==> config.mk <==
export PLATFORM = sky130hd
export DESIGN_NAME = spc_serial_ctrl
export DESIGN_NICKNAME = d
export VERILOG_FILES = /design/src/spc_pkg.sv /design/src/spc_serial_ctrl.sv
export SDC_FILE = /design/constraint.sdc
export NUM_CORES = 1
export LEC_CHECK = 0
export ABC_AREA = 1
export BUFFER_PORTS_ARGS = -buffer_cell sky130_fd_sc_hd__clkbuf_2
export CORE_ASPECT_RATIO = 1.75
export CORE_UTILIZATION = 47
export CTS_CLUSTER_SIZE = 10
export DETAILED_ROUTE_END_ITERATION = 8
export PLACE_DENSITY = 0.82
export SKIP_LAST_GASP = 1
export SLEW_MARGIN = 20
export SYNTH_ARGS = -nofsm -noshare
export SYNTH_HDL_FRONTEND = slang
export SYNTH_SLANG_ARGS = --single-unit
==> constraint.sdc <==
create_clock -name ref_clk -period 1.5 [get_ports ref_clk]
set_input_delay 0.3 -clock ref_clk [delete_from_list [all_inputs] [get_ports ref_clk]]
set_output_delay 0.3 -clock ref_clk [all_outputs]
set_load 0.01 [all_outputs]
==> src/spc_pkg.sv <==
// package: register map, field positions and carriers for the serial control block
package spc_pkg;
  // ---------------------------------------------------------------
  // register map (byte addresses)
  // ---------------------------------------------------------------
  localparam logic [7:0] SPC_CTRL_OFS = 8'h00;
  localparam logic [7:0] SPC_FLAGS_OFS = 8'h04;
  localparam logic [7:0] SPC_TXDATA_OFS = 8'h08;
  localparam logic [7:0] SPC_RXDATA_OFS = 8'h0C;

  // ---------------------------------------------------------------
  // serial_ctrl_reg fields
  // ---------------------------------------------------------------
  localparam int CTRL_TX_EMPTY_IRQ_EN = 7;
  localparam int CTRL_RX_FULL_IRQ_EN = 6;
  localparam int CTRL_TX_ON = 5;
  localparam int CTRL_RX_ON = 4;
  localparam int CTRL_ADDR_WAIT_IRQ_EN = 3;
  localparam int CTRL_TX_DONE_IRQ_EN = 2;
  localparam int CTRL_CLK_SEL_HI = 1;
  localparam int CTRL_CLK_SEL_LO = 0;
  localparam logic [7:0] CTRL_RESET = 8'h00;

  // ---------------------------------------------------------------
  // serial_flags_reg fields
  // ---------------------------------------------------------------
  localparam int FLAG_TX_BUF_EMPTY = 7;
  localparam int FLAG_RX_BUF_FULL = 6;
  localparam int FLAG_OVERRUN = 5;
  localparam int FLAG_FRAMING = 4;
  localparam int FLAG_PARITY = 3;
  localparam int FLAG_TX_END = 2;
  localparam int FLAG_ADDR_BIT_RX = 1;
  localparam logic [7:0] FLAGS_RESET = 8'h84;
  localparam logic [7:0] TXDATA_RESET = 8'hFF;

  // ---------------------------------------------------------------
  // carriers
  // ---------------------------------------------------------------
  typedef struct packed {
    logic done;
    logic addrBit;
    logic frameErr;
    logic parityErr;
    logic [7:0] data;
  } spc_rx_evt_t;

  typedef struct packed {
    logic clkOutEn;
    logic clkIsInput;
    logic bitRateOut;
    logic reserved;
  } spc_clk_cfg_t;
endpackage : spc_pkg

==> src/spc_serial_ctrl.sv <==
// serial control register block: APB slave, status flags and interrupt requests
//
// Operation
// - control register eight bits, cleared by reset/standby
// - all control bits readable and writable anytime
// - tx empty request when enabled and empty
// - tx empty request drops with flag/enable
// - rx full request enable gates full and error requests
// - error request for overrun, framing, parity
// - rx request drops with flags or enable
// - tx off: pin is port, empty flag one
// - tx on: holding write clears empty, starts
// - rx off: pin port, rx flags kept
// - rx on: pin receives, start detected
// - address wait only async with address mode
// - address wait suppresses store, requests, flags but the addr bit
// - address char sets bit, clears wait
// - tx done request on MSB with empty buffer
// - tx done drops with flags or enable
// - clock select decodes source and pin role
module spc_serial_ctrl
  import spc_pkg::*;
(
  // clock and reset
  input wire logic ref_clk,
  input wire logic sys_rst,
  // power mode: standby, module standby or watch
  input wire logic standbyReq,
  // apb slave
  input wire logic psel,
  input wire logic penable,
  input wire logic pwrite,
  input wire logic [7:0] paddr,
  input wire logic [31:0] pwdata,
  output logic [31:0] prdata,
  output logic pready,
  output logic pslverr,
  // format bits from serial_format_reg
  input wire logic syncSelect,
  input wire logic addrModeEn,
  // shifter events
  input wire logic txLoadEvt,
  input wire logic txMsbEvt,
  input wire spc_rx_evt_t rxEvt,
  // shifter and pin control
  output logic [7:0] txDataOut,
  output logic txStartStb,
  output logic txPinSel,
  output logic rxPinSel,
  output spc_clk_cfg_t clkCfg,
  // interrupt requests
  output logic txEmptyIrq,
  output logic rxFullIrq,
  output logic rxErrorIrq,
  output logic txDoneIrq
);
  // ---------------------------------------------------------------
  // state
  // ---------------------------------------------------------------
  logic [7:0] ctrlReg;
  logic txEmpty_reg;
  logic rxFull_reg;
  logic overrun_reg;
  logic framing_reg;
  logic parity_reg;
  logic txEnd_reg;
  logic addrBitRx_reg;
  logic [7:0] txHold_reg;
  logic [7:0] rxHold_reg;
  logic [7:0] flagsView;
  logic clearAll;
  logic wrDone;
  logic rdDone;
  logic wrCtrl;
  logic wrFlags;
  logic wrTx;
  logic rdRx;
  logic txOn;
  logic rxOn;
  logic addrWait;
  logic rxAccept;
  logic rxSkip;
  logic rxAddrHit;
  logic rxStore;

  assign clearAll = sys_rst | standbyReq;
  assign txOn = ctrlReg[CTRL_TX_ON];
  assign rxOn = ctrlReg[CTRL_RX_ON];
  assign flagsView = {txEmpty_reg, rxFull_reg, overrun_reg, framing_reg,
                      parity_reg, txEnd_reg, addrBitRx_reg, 1'b0};

  // ---------------------------------------------------------------
  // apb slave: one wait-free access cycle, answer prepared in setup
  // ---------------------------------------------------------------
  assign wrDone = psel & penable & pready & pwrite;
  assign rdDone = psel & penable & pready & ~pwrite;
  assign wrCtrl = wrDone & (paddr == SPC_CTRL_OFS);
  assign wrFlags = wrDone & (paddr == SPC_FLAGS_OFS);
  assign wrTx = wrDone & (paddr == SPC_TXDATA_OFS);
  assign rdRx = rdDone & (paddr == SPC_RXDATA_OFS);

  always_ff @(posedge ref_clk) begin
    if (sys_rst) begin
      pready <= 1'b0;
      pslverr <= 1'b0;
      prdata <= 32'h0000_0000;
    end else if (psel & ~penable) begin
      pready <= 1'b1;
      pslverr <= 1'b0;
      case (paddr)
        SPC_CTRL_OFS: prdata <= {24'h00_0000, ctrlReg};
        SPC_FLAGS_OFS: prdata <= {24'h00_0000, flagsView};
        SPC_TXDATA_OFS: prdata <= {24'h00_0000, txHold_reg};
        SPC_RXDATA_OFS: prdata <= {24'h00_0000, rxHold_reg};
        default: begin
          prdata <= 32'h0000_0000;
          pslverr <= 1'b1;
        end
      endcase
    end else begin
      pready <= 1'b0;
      pslverr <= 1'b0;
    end
  end

  // ---------------------------------------------------------------
  // receive qualification
  // ---------------------------------------------------------------
  // address wait only counts in async mode with address mode on
  assign addrWait = ctrlReg[CTRL_ADDR_WAIT_IRQ_EN] & ~syncSelect & addrModeEn;
  assign rxAccept = rxEvt.done & rxOn;
  assign rxSkip = rxAccept & addrWait & ~rxEvt.addrBit;
  assign rxAddrHit = rxAccept & addrWait & rxEvt.addrBit;
  // an error keeps the old holding data and full flag
  assign rxStore = rxAccept & ~rxSkip & ~rxFull_reg & ~rxEvt.frameErr & ~rxEvt.parityErr;

  // ---------------------------------------------------------------
  // control register
  // ---------------------------------------------------------------
  always_ff @(posedge ref_clk) begin
    if (clearAll) begin
      ctrlReg <= CTRL_RESET;
    end else begin
      if (wrCtrl) begin
        ctrlReg <= pwdata[7:0];
      end
      // hardware clear wins over a software write in the same cycle
      if (rxAddrHit) begin
        ctrlReg[CTRL_ADDR_WAIT_IRQ_EN] <= 1'b0;
      end
    end
  end

  // ---------------------------------------------------------------
  // transmit flags and holding register
  // ---------------------------------------------------------------
  always_ff @(posedge ref_clk) begin
    if (clearAll) begin
      txEmpty_reg <= FLAGS_RESET[FLAG_TX_BUF_EMPTY];
      txEnd_reg <= FLAGS_RESET[FLAG_TX_END];
      txHold_reg <= TXDATA_RESET;
      txStartStb <= 1'b0;
    end else begin
      txStartStb <= wrTx & txOn;
      if (wrTx) begin
        txHold_reg <= pwdata[7:0];
      end
      if (~txOn) begin
        txEmpty_reg <= 1'b1;
      end else if (txLoadEvt) begin
        txEmpty_reg <= 1'b1;
      end else if (wrTx | (wrFlags & ~pwdata[FLAG_TX_BUF_EMPTY])) begin
        txEmpty_reg <= 1'b0;
      end
      if (txMsbEvt & txEmpty_reg) begin
        txEnd_reg <= 1'b1;
      end else if (wrTx | (wrFlags & ~pwdata[FLAG_TX_BUF_EMPTY])) begin
        txEnd_reg <= 1'b0;
      end
    end
  end

  assign txDataOut = txHold_reg;

  // ---------------------------------------------------------------
  // receive flags and holding register
  // ---------------------------------------------------------------
  // flags are only set by accepted characters, so clearing rx_on keeps them
  always_ff @(posedge ref_clk) begin
    if (clearAll) begin
      rxFull_reg <= FLAGS_RESET[FLAG_RX_BUF_FULL];
      overrun_reg <= FLAGS_RESET[FLAG_OVERRUN];
      framing_reg <= FLAGS_RESET[FLAG_FRAMING];
      parity_reg <= FLAGS_RESET[FLAG_PARITY];
      addrBitRx_reg <= FLAGS_RESET[FLAG_ADDR_BIT_RX];
      rxHold_reg <= 8'h00;
    end else begin
      if (rxStore) begin
        rxHold_reg <= rxEvt.data;
      end
      if (rxStore) begin
        rxFull_reg <= 1'b1;
      end else if (rdRx | (wrFlags & ~pwdata[FLAG_RX_BUF_FULL])) begin
        rxFull_reg <= 1'b0;
      end
      if (rxAccept & ~rxSkip & rxFull_reg) begin
        overrun_reg <= 1'b1;
      end else if (wrFlags & ~pwdata[FLAG_OVERRUN]) begin
        overrun_reg <= 1'b0;
      end
      if (rxAccept & ~rxSkip & ~rxFull_reg & rxEvt.frameErr) begin
        framing_reg <= 1'b1;
      end else if (wrFlags & ~pwdata[FLAG_FRAMING]) begin
        framing_reg <= 1'b0;
      end
      if (rxAccept & ~rxSkip & ~rxFull_reg & rxEvt.parityErr) begin
        parity_reg <= 1'b1;
      end else if (wrFlags & ~pwdata[FLAG_PARITY]) begin
        parity_reg <= 1'b0;
      end
      if (rxAccept & addrModeEn & ~syncSelect) begin
        addrBitRx_reg <= rxEvt.addrBit;
      end
    end
  end

  // ---------------------------------------------------------------
  // pin roles and clock source
  // ---------------------------------------------------------------
  always_ff @(posedge ref_clk) begin
    if (clearAll) begin
      txPinSel <= 1'b0;
      rxPinSel <= 1'b0;
      clkCfg <= '0;
    end else begin
      txPinSel <= txOn;
      rxPinSel <= rxOn;
      case (ctrlReg[CTRL_CLK_SEL_HI:CTRL_CLK_SEL_LO])
        2'b00: clkCfg <= '{clkOutEn: syncSelect, clkIsInput: 1'b0, bitRateOut: 1'b0, reserved: 1'b0};
        2'b01: clkCfg <= '{clkOutEn: ~syncSelect, clkIsInput: 1'b0, bitRateOut: ~syncSelect,
                           reserved: syncSelect};
        2'b10: clkCfg <= '{clkOutEn: 1'b0, clkIsInput: 1'b1, bitRateOut: 1'b0, reserved: 1'b0};
        default: clkCfg <= '{clkOutEn: 1'b0, clkIsInput: 1'b0, bitRateOut: 1'b0, reserved: 1'b1};
      endcase
    end
  end

  // ---------------------------------------------------------------
  // interrupt requests: levels, one register stage
  // ---------------------------------------------------------------
  always_ff @(posedge ref_clk) begin
    if (clearAll) begin
      txEmptyIrq <= 1'b0;
      rxFullIrq <= 1'b0;
      rxErrorIrq <= 1'b0;
      txDoneIrq <= 1'b0;
    end else begin
      txEmptyIrq <= ctrlReg[CTRL_TX_EMPTY_IRQ_EN] & txEmpty_reg;
      rxFullIrq <= ctrlReg[CTRL_RX_FULL_IRQ_EN] & rxFull_reg;
      rxErrorIrq <= ctrlReg[CTRL_RX_FULL_IRQ_EN] & (overrun_reg | framing_reg | parity_reg);
      txDoneIrq <= ctrlReg[CTRL_TX_DONE_IRQ_EN] & txEnd_reg;
    end
  end
endmodule : spc_serial_ctrl

==> flow_metrics.tcl, run 1 <==
set metrics [dict create \
    status "finished, violations left" \
    violations "DRC" \
    antenna-diode-count 0 \
    core_sq_mm 0.005020 \
    yosys-top-cells-area "sky130_fd_sc_hd__dfxtp_1, sky130_fd_sc_hd__nand2_1, sky130_fd_sc_hd__buf_4, sky130_fd_sc_hd__nand3_1, sky130_fd_sc_hd__nor2_1" \
    drv_cap 0 \
    floorplan.initialDensity_pct 49.65 \
    seqPwrFrac_pct 54.9 \
    worstSetupStartpoint "pready" \
    syn_area_sq_mm 0.002492 \
    hold_viol_final 0 \
    vdd_drop_max_v 0.0007027 \
    origin_of_the_critical_flop_to_flop_path "pready" \
    cellInternalPower_w 0.001941 \
    height_of_the_die_um 98.33 \
    comb_power_share_pct 7.7 \
    cts.path.max_buffers 2 \
    synth_top_cell_area_share_pct 41.77 \
    worstPathArrival_ps 1470 \
    overflow 0 \
    leakage_nw 1.433 \
    drt_drc_violations_left 15 \
    worstSkewPairLatency_ps 310 \
    switching_power_w 0.0005795 \
    clkSinkCount 52 \
    via_count_of_the_first_global_routing_pass 2133 \
    grt_antenna_before_repair 0 \
    design.portCount 115 \
    max_freq_ghz 0.7895 \
    finClkSkew_ps 4.585 \
    synth_top_cell_by_area "sky130_fd_sc_hd__dfxtp_1" \
    cellPowerDensity_mw_per_mm2 866.5 \
    clk_pin_slew_worst_paths_ps 90 \
    synth.ff_latch_count 52 \
    die_w_um 57.05 \
    ctsHtreeMaxLevel 2 \
    drive_gt1_share_pct 25.55 \
    synth-seq-area-share_pct 41.77 \
    hold_slack_ps 209.5 \
    synthesis.area_per_instance_sq_um 7.418 \
    cts_hold_repair.buffers 0 \
    final_max_slew_viols 0 \
    setup_crit_start_kind "flop" \
    synthToLayoutAreaGrowth_pct 16.72 \
    worst-setup-path-type "reg2reg" \
    finalWeightedCongestion 0.8445 \
    clockPowerShare_pct 37.4 \
    drt-initial-drc-count 63 \
    critPathMostFrequentCell "sky130_fd_sc_hd__nand2_1" \
    clock-root-buffer "sky130_fd_sc_hd__clkbuf_8" \
    num_rows 34 \
    register_area_sq_mm 0.001041 \
    post_cts.resized_instances 0 \
    post-dp-hpwl_mm 4.181 \
    layout.nets 468 \
    crit_path_end_kind "flop" \
    timing.final.crit_share_pct 84.44 \
    final.setup.tns_ps 0 \
    sw_frac_of_total_pct 22.99 \
    nFillCells 479 \
    post-cts-setup-buffers 0 \
    fin_crit_ps 1267 \
    grt_pass1_wl_mm 9.273 \
    setup_viol 0 \
    min-delay-start "rxEvt[6]" \
    cpMaxStageDelayCell "sky130_fd_sc_hd__dfxtp_1" \
    grt_start_max_net_pins 27 \
    remaining_antenna_violation_count_after_routing 0 \
    tritoncts_clock_tree "built" \
    synth.lib_cells_used.distinct 32 \
    vias 2256 \
    buffer_ports.inserted 66 \
    die_area_sq_mm 0.005609 \
    yosys_warnings 0 \
    crit_path_cell_trace "nand3_2 > nor2_4 > nand2_1 > or2_1 > nand3_1 > nand2_1" \
    cts-buffers-inserted 5 \
    path_max_fanout 5 \
    detail_route.first_pass.iterations 7 \
    drt-vias-per-instance 4.894 \
    wl_per_cell_um 11.45 \
    critical_path.max_stage_delay_ps 350 \
    drt-total-wl_mm 5.277 \
    hold_class "in2reg" \
    grt_setup_unrepaired "no" \
    post_synth_inst_count 336 \
    grt_util_all_layers_pct 20.85 \
    cp.required_ps 1700 \
    multiInputGateArea_sq_mm 0.001172 \
]
-- layer usage --
metal | vias up | GRT usage [%] | routed length (um) | part of all wire (%)
li1 | 1160 | - | - | -
met1 | 999 | 23.73 | 2099 | 40
met2 | 83 | 36.56 | 2748 | 52
met3 | 14 | 3.444 | 272 | 5.2
met4 | 0 | 10.51 | 157 | 3.0
met5 | - | 0 | 0 | 0
-- per-stage QoR --
step	instance area [sq um]	setup slack, ps	util [%]	instances	power [W]
2_1_floorplan	2579	315.2	-	359	0.001570
3_3_place_gp	2801	119.8	55.81	453	0.001607
3_5_place_dp	2801	102.0	55.81	453	0.001610
4_1_cts	2909	226.8	57.95	461	0.002536
5_1_grt	2909	90.68	57.95	461	0.002613
6_report	2909	233.4	57.95	461	0.002521
-- worst paths after layout --
path | endpoint | slack, ps | cells after the start
worst max-delay path | txEmpty_reg | 230 | 6
worst min register to register | prdata[5] | 470 | 2
worst max register to register | txEmpty_reg | 230 | 6
worst min-delay path | rxHold_reg[6] | 210 | 3
-- area by class of cell --
class	count	area share, %
multi-input combinational	244	40.30
sequential	52	35.79
timing repair buffer	73	14.02
inverter	30	3.871
clock buffer	6	2.495
tap	54	2.323
clock inverter	2	1.204
-- layout by cell type, fill, tap and decap left out, types with 2 or more instances in the layout --
master / n
sky130_fd_sc_hd__nor2_1: 35
sky130_fd_sc_hd__nand2_4: 2
sky130_fd_sc_hd__conb_1: 24
sky130_fd_sc_hd__clkbuf_8: 5
sky130_fd_sc_hd__nand2_1: 80
sky130_fd_sc_hd__o21ai_2: 3
sky130_fd_sc_hd__clkbuf_2: 66
sky130_fd_sc_hd__nand3_2: 2
sky130_fd_sc_hd__a21oi_1: 19
sky130_fd_sc_hd__nor3_1: 5
sky130_fd_sc_hd__o21ai_0: 7
sky130_fd_sc_hd__buf_12: 2
sky130_fd_sc_hd__inv_1: 26
sky130_fd_sc_hd__nor2_4: 6
sky130_fd_sc_hd__nand3_1: 37
sky130_fd_sc_hd__buf_4: 5
sky130_fd_sc_hd__inv_2: 3
sky130_fd_sc_hd__nor2_2: 3
sky130_fd_sc_hd__o21ai_1: 9
sky130_fd_sc_hd__dfxtp_1: 52
-- power groups by stage --
stage | registers [W] | clock network [W] | logic (W)
2_1_floorplan | 0.00142 | 0 | 0.000152
3_3_place_gp | 0.00142 | 0 | 0.000190
3_5_place_dp | 0.00142 | 0 | 0.000193
4_1_cts | 0.00138 | 0.000958 | 0.000194
5_1_grt | 0.00138 | 0.00101 | 0.000215
6_report | 0.00138 | 0.000943 | 0.000194
-- Yosys cell counts --
| cell type | instances |
|---|---|
| sky130_fd_sc_hd__a21oi_1 | 19 |
| sky130_fd_sc_hd__a311oi_1 | 1 |
| sky130_fd_sc_hd__a31oi_4 | 1 |
| sky130_fd_sc_hd__and2_1 | 1 |
| sky130_fd_sc_hd__and3_1 | 1 |
| sky130_fd_sc_hd__buf_2 | 4 |
| sky130_fd_sc_hd__buf_4 | 25 |
| sky130_fd_sc_hd__buf_6 | 4 |
| sky130_fd_sc_hd__clkinv_1 | 1 |
| sky130_fd_sc_hd__conb_1 | 1 |
| sky130_fd_sc_hd__dfxtp_1 | 52 |
| sky130_fd_sc_hd__inv_1 | 26 |
| sky130_fd_sc_hd__inv_2 | 3 |
| sky130_fd_sc_hd__nand2_1 | 80 |
| sky130_fd_sc_hd__nand2_2 | 1 |
| sky130_fd_sc_hd__nand2_4 | 2 |
| sky130_fd_sc_hd__nand3_1 | 37 |
| sky130_fd_sc_hd__nand3_2 | 2 |
| sky130_fd_sc_hd__nand3_4 | 1 |
| sky130_fd_sc_hd__nand3b_1 | 1 |
| sky130_fd_sc_hd__nor2_1 | 35 |
| sky130_fd_sc_hd__nor2_2 | 3 |
| sky130_fd_sc_hd__nor2_4 | 6 |
| sky130_fd_sc_hd__nor3_1 | 5 |
| sky130_fd_sc_hd__nor3_2 | 1 |
| sky130_fd_sc_hd__nor4_1 | 1 |
| sky130_fd_sc_hd__o211ai_1 | 1 |
| sky130_fd_sc_hd__o21ai_0 | 7 |
| sky130_fd_sc_hd__o21ai_1 | 9 |
| sky130_fd_sc_hd__o21ai_2 | 3 |
| sky130_fd_sc_hd__or2_1 | 1 |
| sky130_fd_sc_hd__or2_2 | 1 |
-- cell families (layout without fill, tap and decap cells) --
kind of cell	count (synthesis)	count (layout)	synth area share (%)
AO/OA/AOI/OAI	41	41	9.588
buffers and inverters	63	111	14.66
flip-flops	52	52	41.77
other	1	24	0.1505
AND/OR/NAND/NOR	179	179	33.84
-- critical path, delay by kind of cell, from the launching register on --
family / cells / cell delay, ps
simple gates: 6 / 800
flops: 1 / 350
No activity file was read; power rests on OpenSTA's default activity.
==> inputs of run 2 (changes only) <==
--- a/config.mk
+++ b/config.mk
@@ -8,10 +8,10 @@
 export ABC_AREA = 1
 export BUFFER_PORTS_ARGS = -buffer_cell sky130_fd_sc_hd__clkbuf_2
 export CORE_ASPECT_RATIO = 1.75
-export CORE_UTILIZATION = 47
+export CORE_UTILIZATION = 42
 export CTS_CLUSTER_SIZE = 10
 export DETAILED_ROUTE_END_ITERATION = 8
-export PLACE_DENSITY = 0.82
+export PLACE_DENSITY = 0.78
 export SKIP_LAST_GASP = 1
 export SLEW_MARGIN = 20
 export SYNTH_ARGS = -nofsm -noshare
==> constraint.sdc (replaced) <==
create_clock -name ref_clk -period 1.05 [get_ports ref_clk]
set_input_delay 0.21 -clock ref_clk [delete_from_list [all_inputs] [get_ports ref_clk]]
set_output_delay 0.21 -clock ref_clk [all_outputs]
set_load 0.01 [all_outputs]
==> flow_metrics.tcl, run 2 (synthesis gave the netlist of run 1 again) <==
set metrics [dict create \
    leakage_nw 1.586 \
    clockPowerShare_pct 34.3 \
    cp.required_ps 1250 \
    final_max_slew_viols 0 \
    setup_viol 29 \
    violations "setup timing" \
    origin_of_the_critical_flop_to_flop_path "pready" \
    via_count_of_the_first_global_routing_pass 2337 \
    drt-total-wl_mm 6.836 \
    fin_crit_ps 1194 \
    core_sq_mm 0.005630 \
    vias 2504 \
    cellInternalPower_w 0.002698 \
    drt-initial-drc-count 102 \
    detailedPlace.worstSlack_ps -301.5 \
    layout.cell_area.non_filler_sq_mm 0.003378 \
    clock-root-buffer "sky130_fd_sc_hd__clkbuf_8" \
    drt-vias-per-instance 4.853 \
    drive_gt1_share_pct 39.55 \
    final_critical_path_setup_slack_ps -144.4 \
    detailed_place.area_sq_mm 0.002993 \
    worstPathArrival_ps 1400 \
    layout.nets 502 \
    critical_path_buf_inv_count 2 \
    vdd_drop_max_v 0.0006589 \
    worstSetupStartpoint "pready" \
    drv_cap 0 \
    cts-buffers-inserted 5 \
    finClkSkew_ps 6.872 \
    setup_crit_start_kind "flop" \
    timing.critical_path.max_delay_family "flip-flops" \
    grt_pass1_wl_mm 10.26 \
    seqPwrFrac_pct 55.7 \
    switching_power_w 0.0008501 \
    grt_setup_unrepaired "yes" \
    buffer_ports.inserted 66 \
    worstSkewPairLatency_ps 310 \
    antenna-diode-count 0 \
    finalWeightedCongestion 0.9588 \
    grt_util_met3_pct 2.612 \
    timing.final.crit_share_pct 113.8 \
    path_max_fanout 7 \
    cts_hold_repair.buffers 0 \
    crit_path_cell_trace "nand3_4 > nor2_4 > buf_6 > buf_12 > nand2_8 > o21ai_2 > nor2_1" \
    min-delay-start "rxEvt[3]" \
    synthToLayoutAreaGrowth_pct 35.54 \
    sw_frac_of_total_pct 23.96 \
    hold_slack_ps 103.4 \
    wl_per_cell_um 13.25 \
    slew_of_the_pin_with_the_lowest_slew_margin_ps 695.3 \
    grt.busiest_layer "met2" \
    critical_path.max_stage_delay_ps 360 \
    hold_viol_final 0 \
    cellPowerDensity_mw_per_mm2 1050 \
    tritoncts_clock_tree "built" \
    grt_antenna_before_repair 0 \
    clkSinkCount 52 \
    timing.max_slew.rel_slack_pct 53.47 \
    cpMaxStageDelayCell "sky130_fd_sc_hd__dfxtp_2" \
    cts.path.max_buffers 2 \
    num_rows 36 \
    layout.cells.most_common_list "sky130_fd_sc_hd__nand2_1, sky130_fd_sc_hd__clkbuf_2, sky130_fd_sc_hd__dfxtp_1" \
    height_of_the_die_um 103.9 \
    comb_power_share_pct 9.9 \
    remaining_antenna_violation_count_after_routing 0 \
    final.setup.tns_ps -2486 \
    floorplan.initialDensity_pct 44.27 \
    max_freq_ghz 0.8372 \
    overflow 0 \
    status "finished, violations left" \
    globalRouteMet1Util_pct 22.16 \
    die_area_sq_mm 0.006258 \
    post-dp-hpwl_mm 4.932 \
    grt.met2_usage_pct 39.64 \
    layout.cells.most_common "sky130_fd_sc_hd__nand2_1" \
    worst-setup-path-type "reg2reg" \
    hold_class "in2reg" \
    detail_route.first_pass.iterations 5 \
    design.portCount 115 \
    grt_start_max_net_pins 15 \
    drt_drc_violations_left 0 \
    ctsHtreeMaxLevel 2 \
    die_w_um 60.23 \
    crit_path_end_kind "flop" \
    p_total_w 0.003548 \
    grt_util_all_layers_pct 21.86 \
    clk_pin_slew_worst_paths_ps 90 \
]
run 2: cell type report:
type	instances	area, sq um
clock buffer	7	96.34
sequential	52	1055
fill	502	2252
multi-input combinational	247	1330
inverter	30	112.6
tap	76	95.09
timing repair buffer	104	689.4
run 2: power groups by stage:
stage          registers [W]  logic, W  clock network, W
3_3_place_gp         0.00202  0.000310                 0
5_1_grt              0.00198  0.000386           0.00129
6_report             0.00198  0.000352           0.00122
4_1_cts              0.00198  0.000325           0.00123
2_1_floorplan        0.00203  0.000218                 0
3_5_place_dp         0.00202  0.000316                 0
run 2: final timing paths:
path,end,depth (start not counted),slack (ps)
max,ctrlReg[2],7,-140
min,rxHold_reg[3],3,100
max reg2reg,ctrlReg[2],7,-140
min reg2reg,prdata[1],2,470
run 2: per-layer routing:
metal	vias to the layer above	wire (um)
met4	0	297
met1	1135	2477
met3	21	322
li1	1240	-
met2	108	3739
met5	-	0
run 2: repair_timing:
| action | CTS | global route |
|---|---|---|
| endpoints found under the setup margin | 33 | 44 |
| pin swaps | 8 | 10 |
| resized for setup | 14 | 32 |
| buffers inserted | 3 | 6 |
| cloned | 2 | 1 |
run 2: worst min-delay path: cells and delay by family:
kind	cells	cell delay, ps
buf+inv	1	80
simple gates	2	100
run 2: through the flow:
stage	util, %	cells
2_1_floorplan	-	359
3_5_place_dp	53.16	497
3_3_place_gp	53.16	497
4_1_cts	56.80	509
6_report	60.00	516
5_1_grt	60.00	516
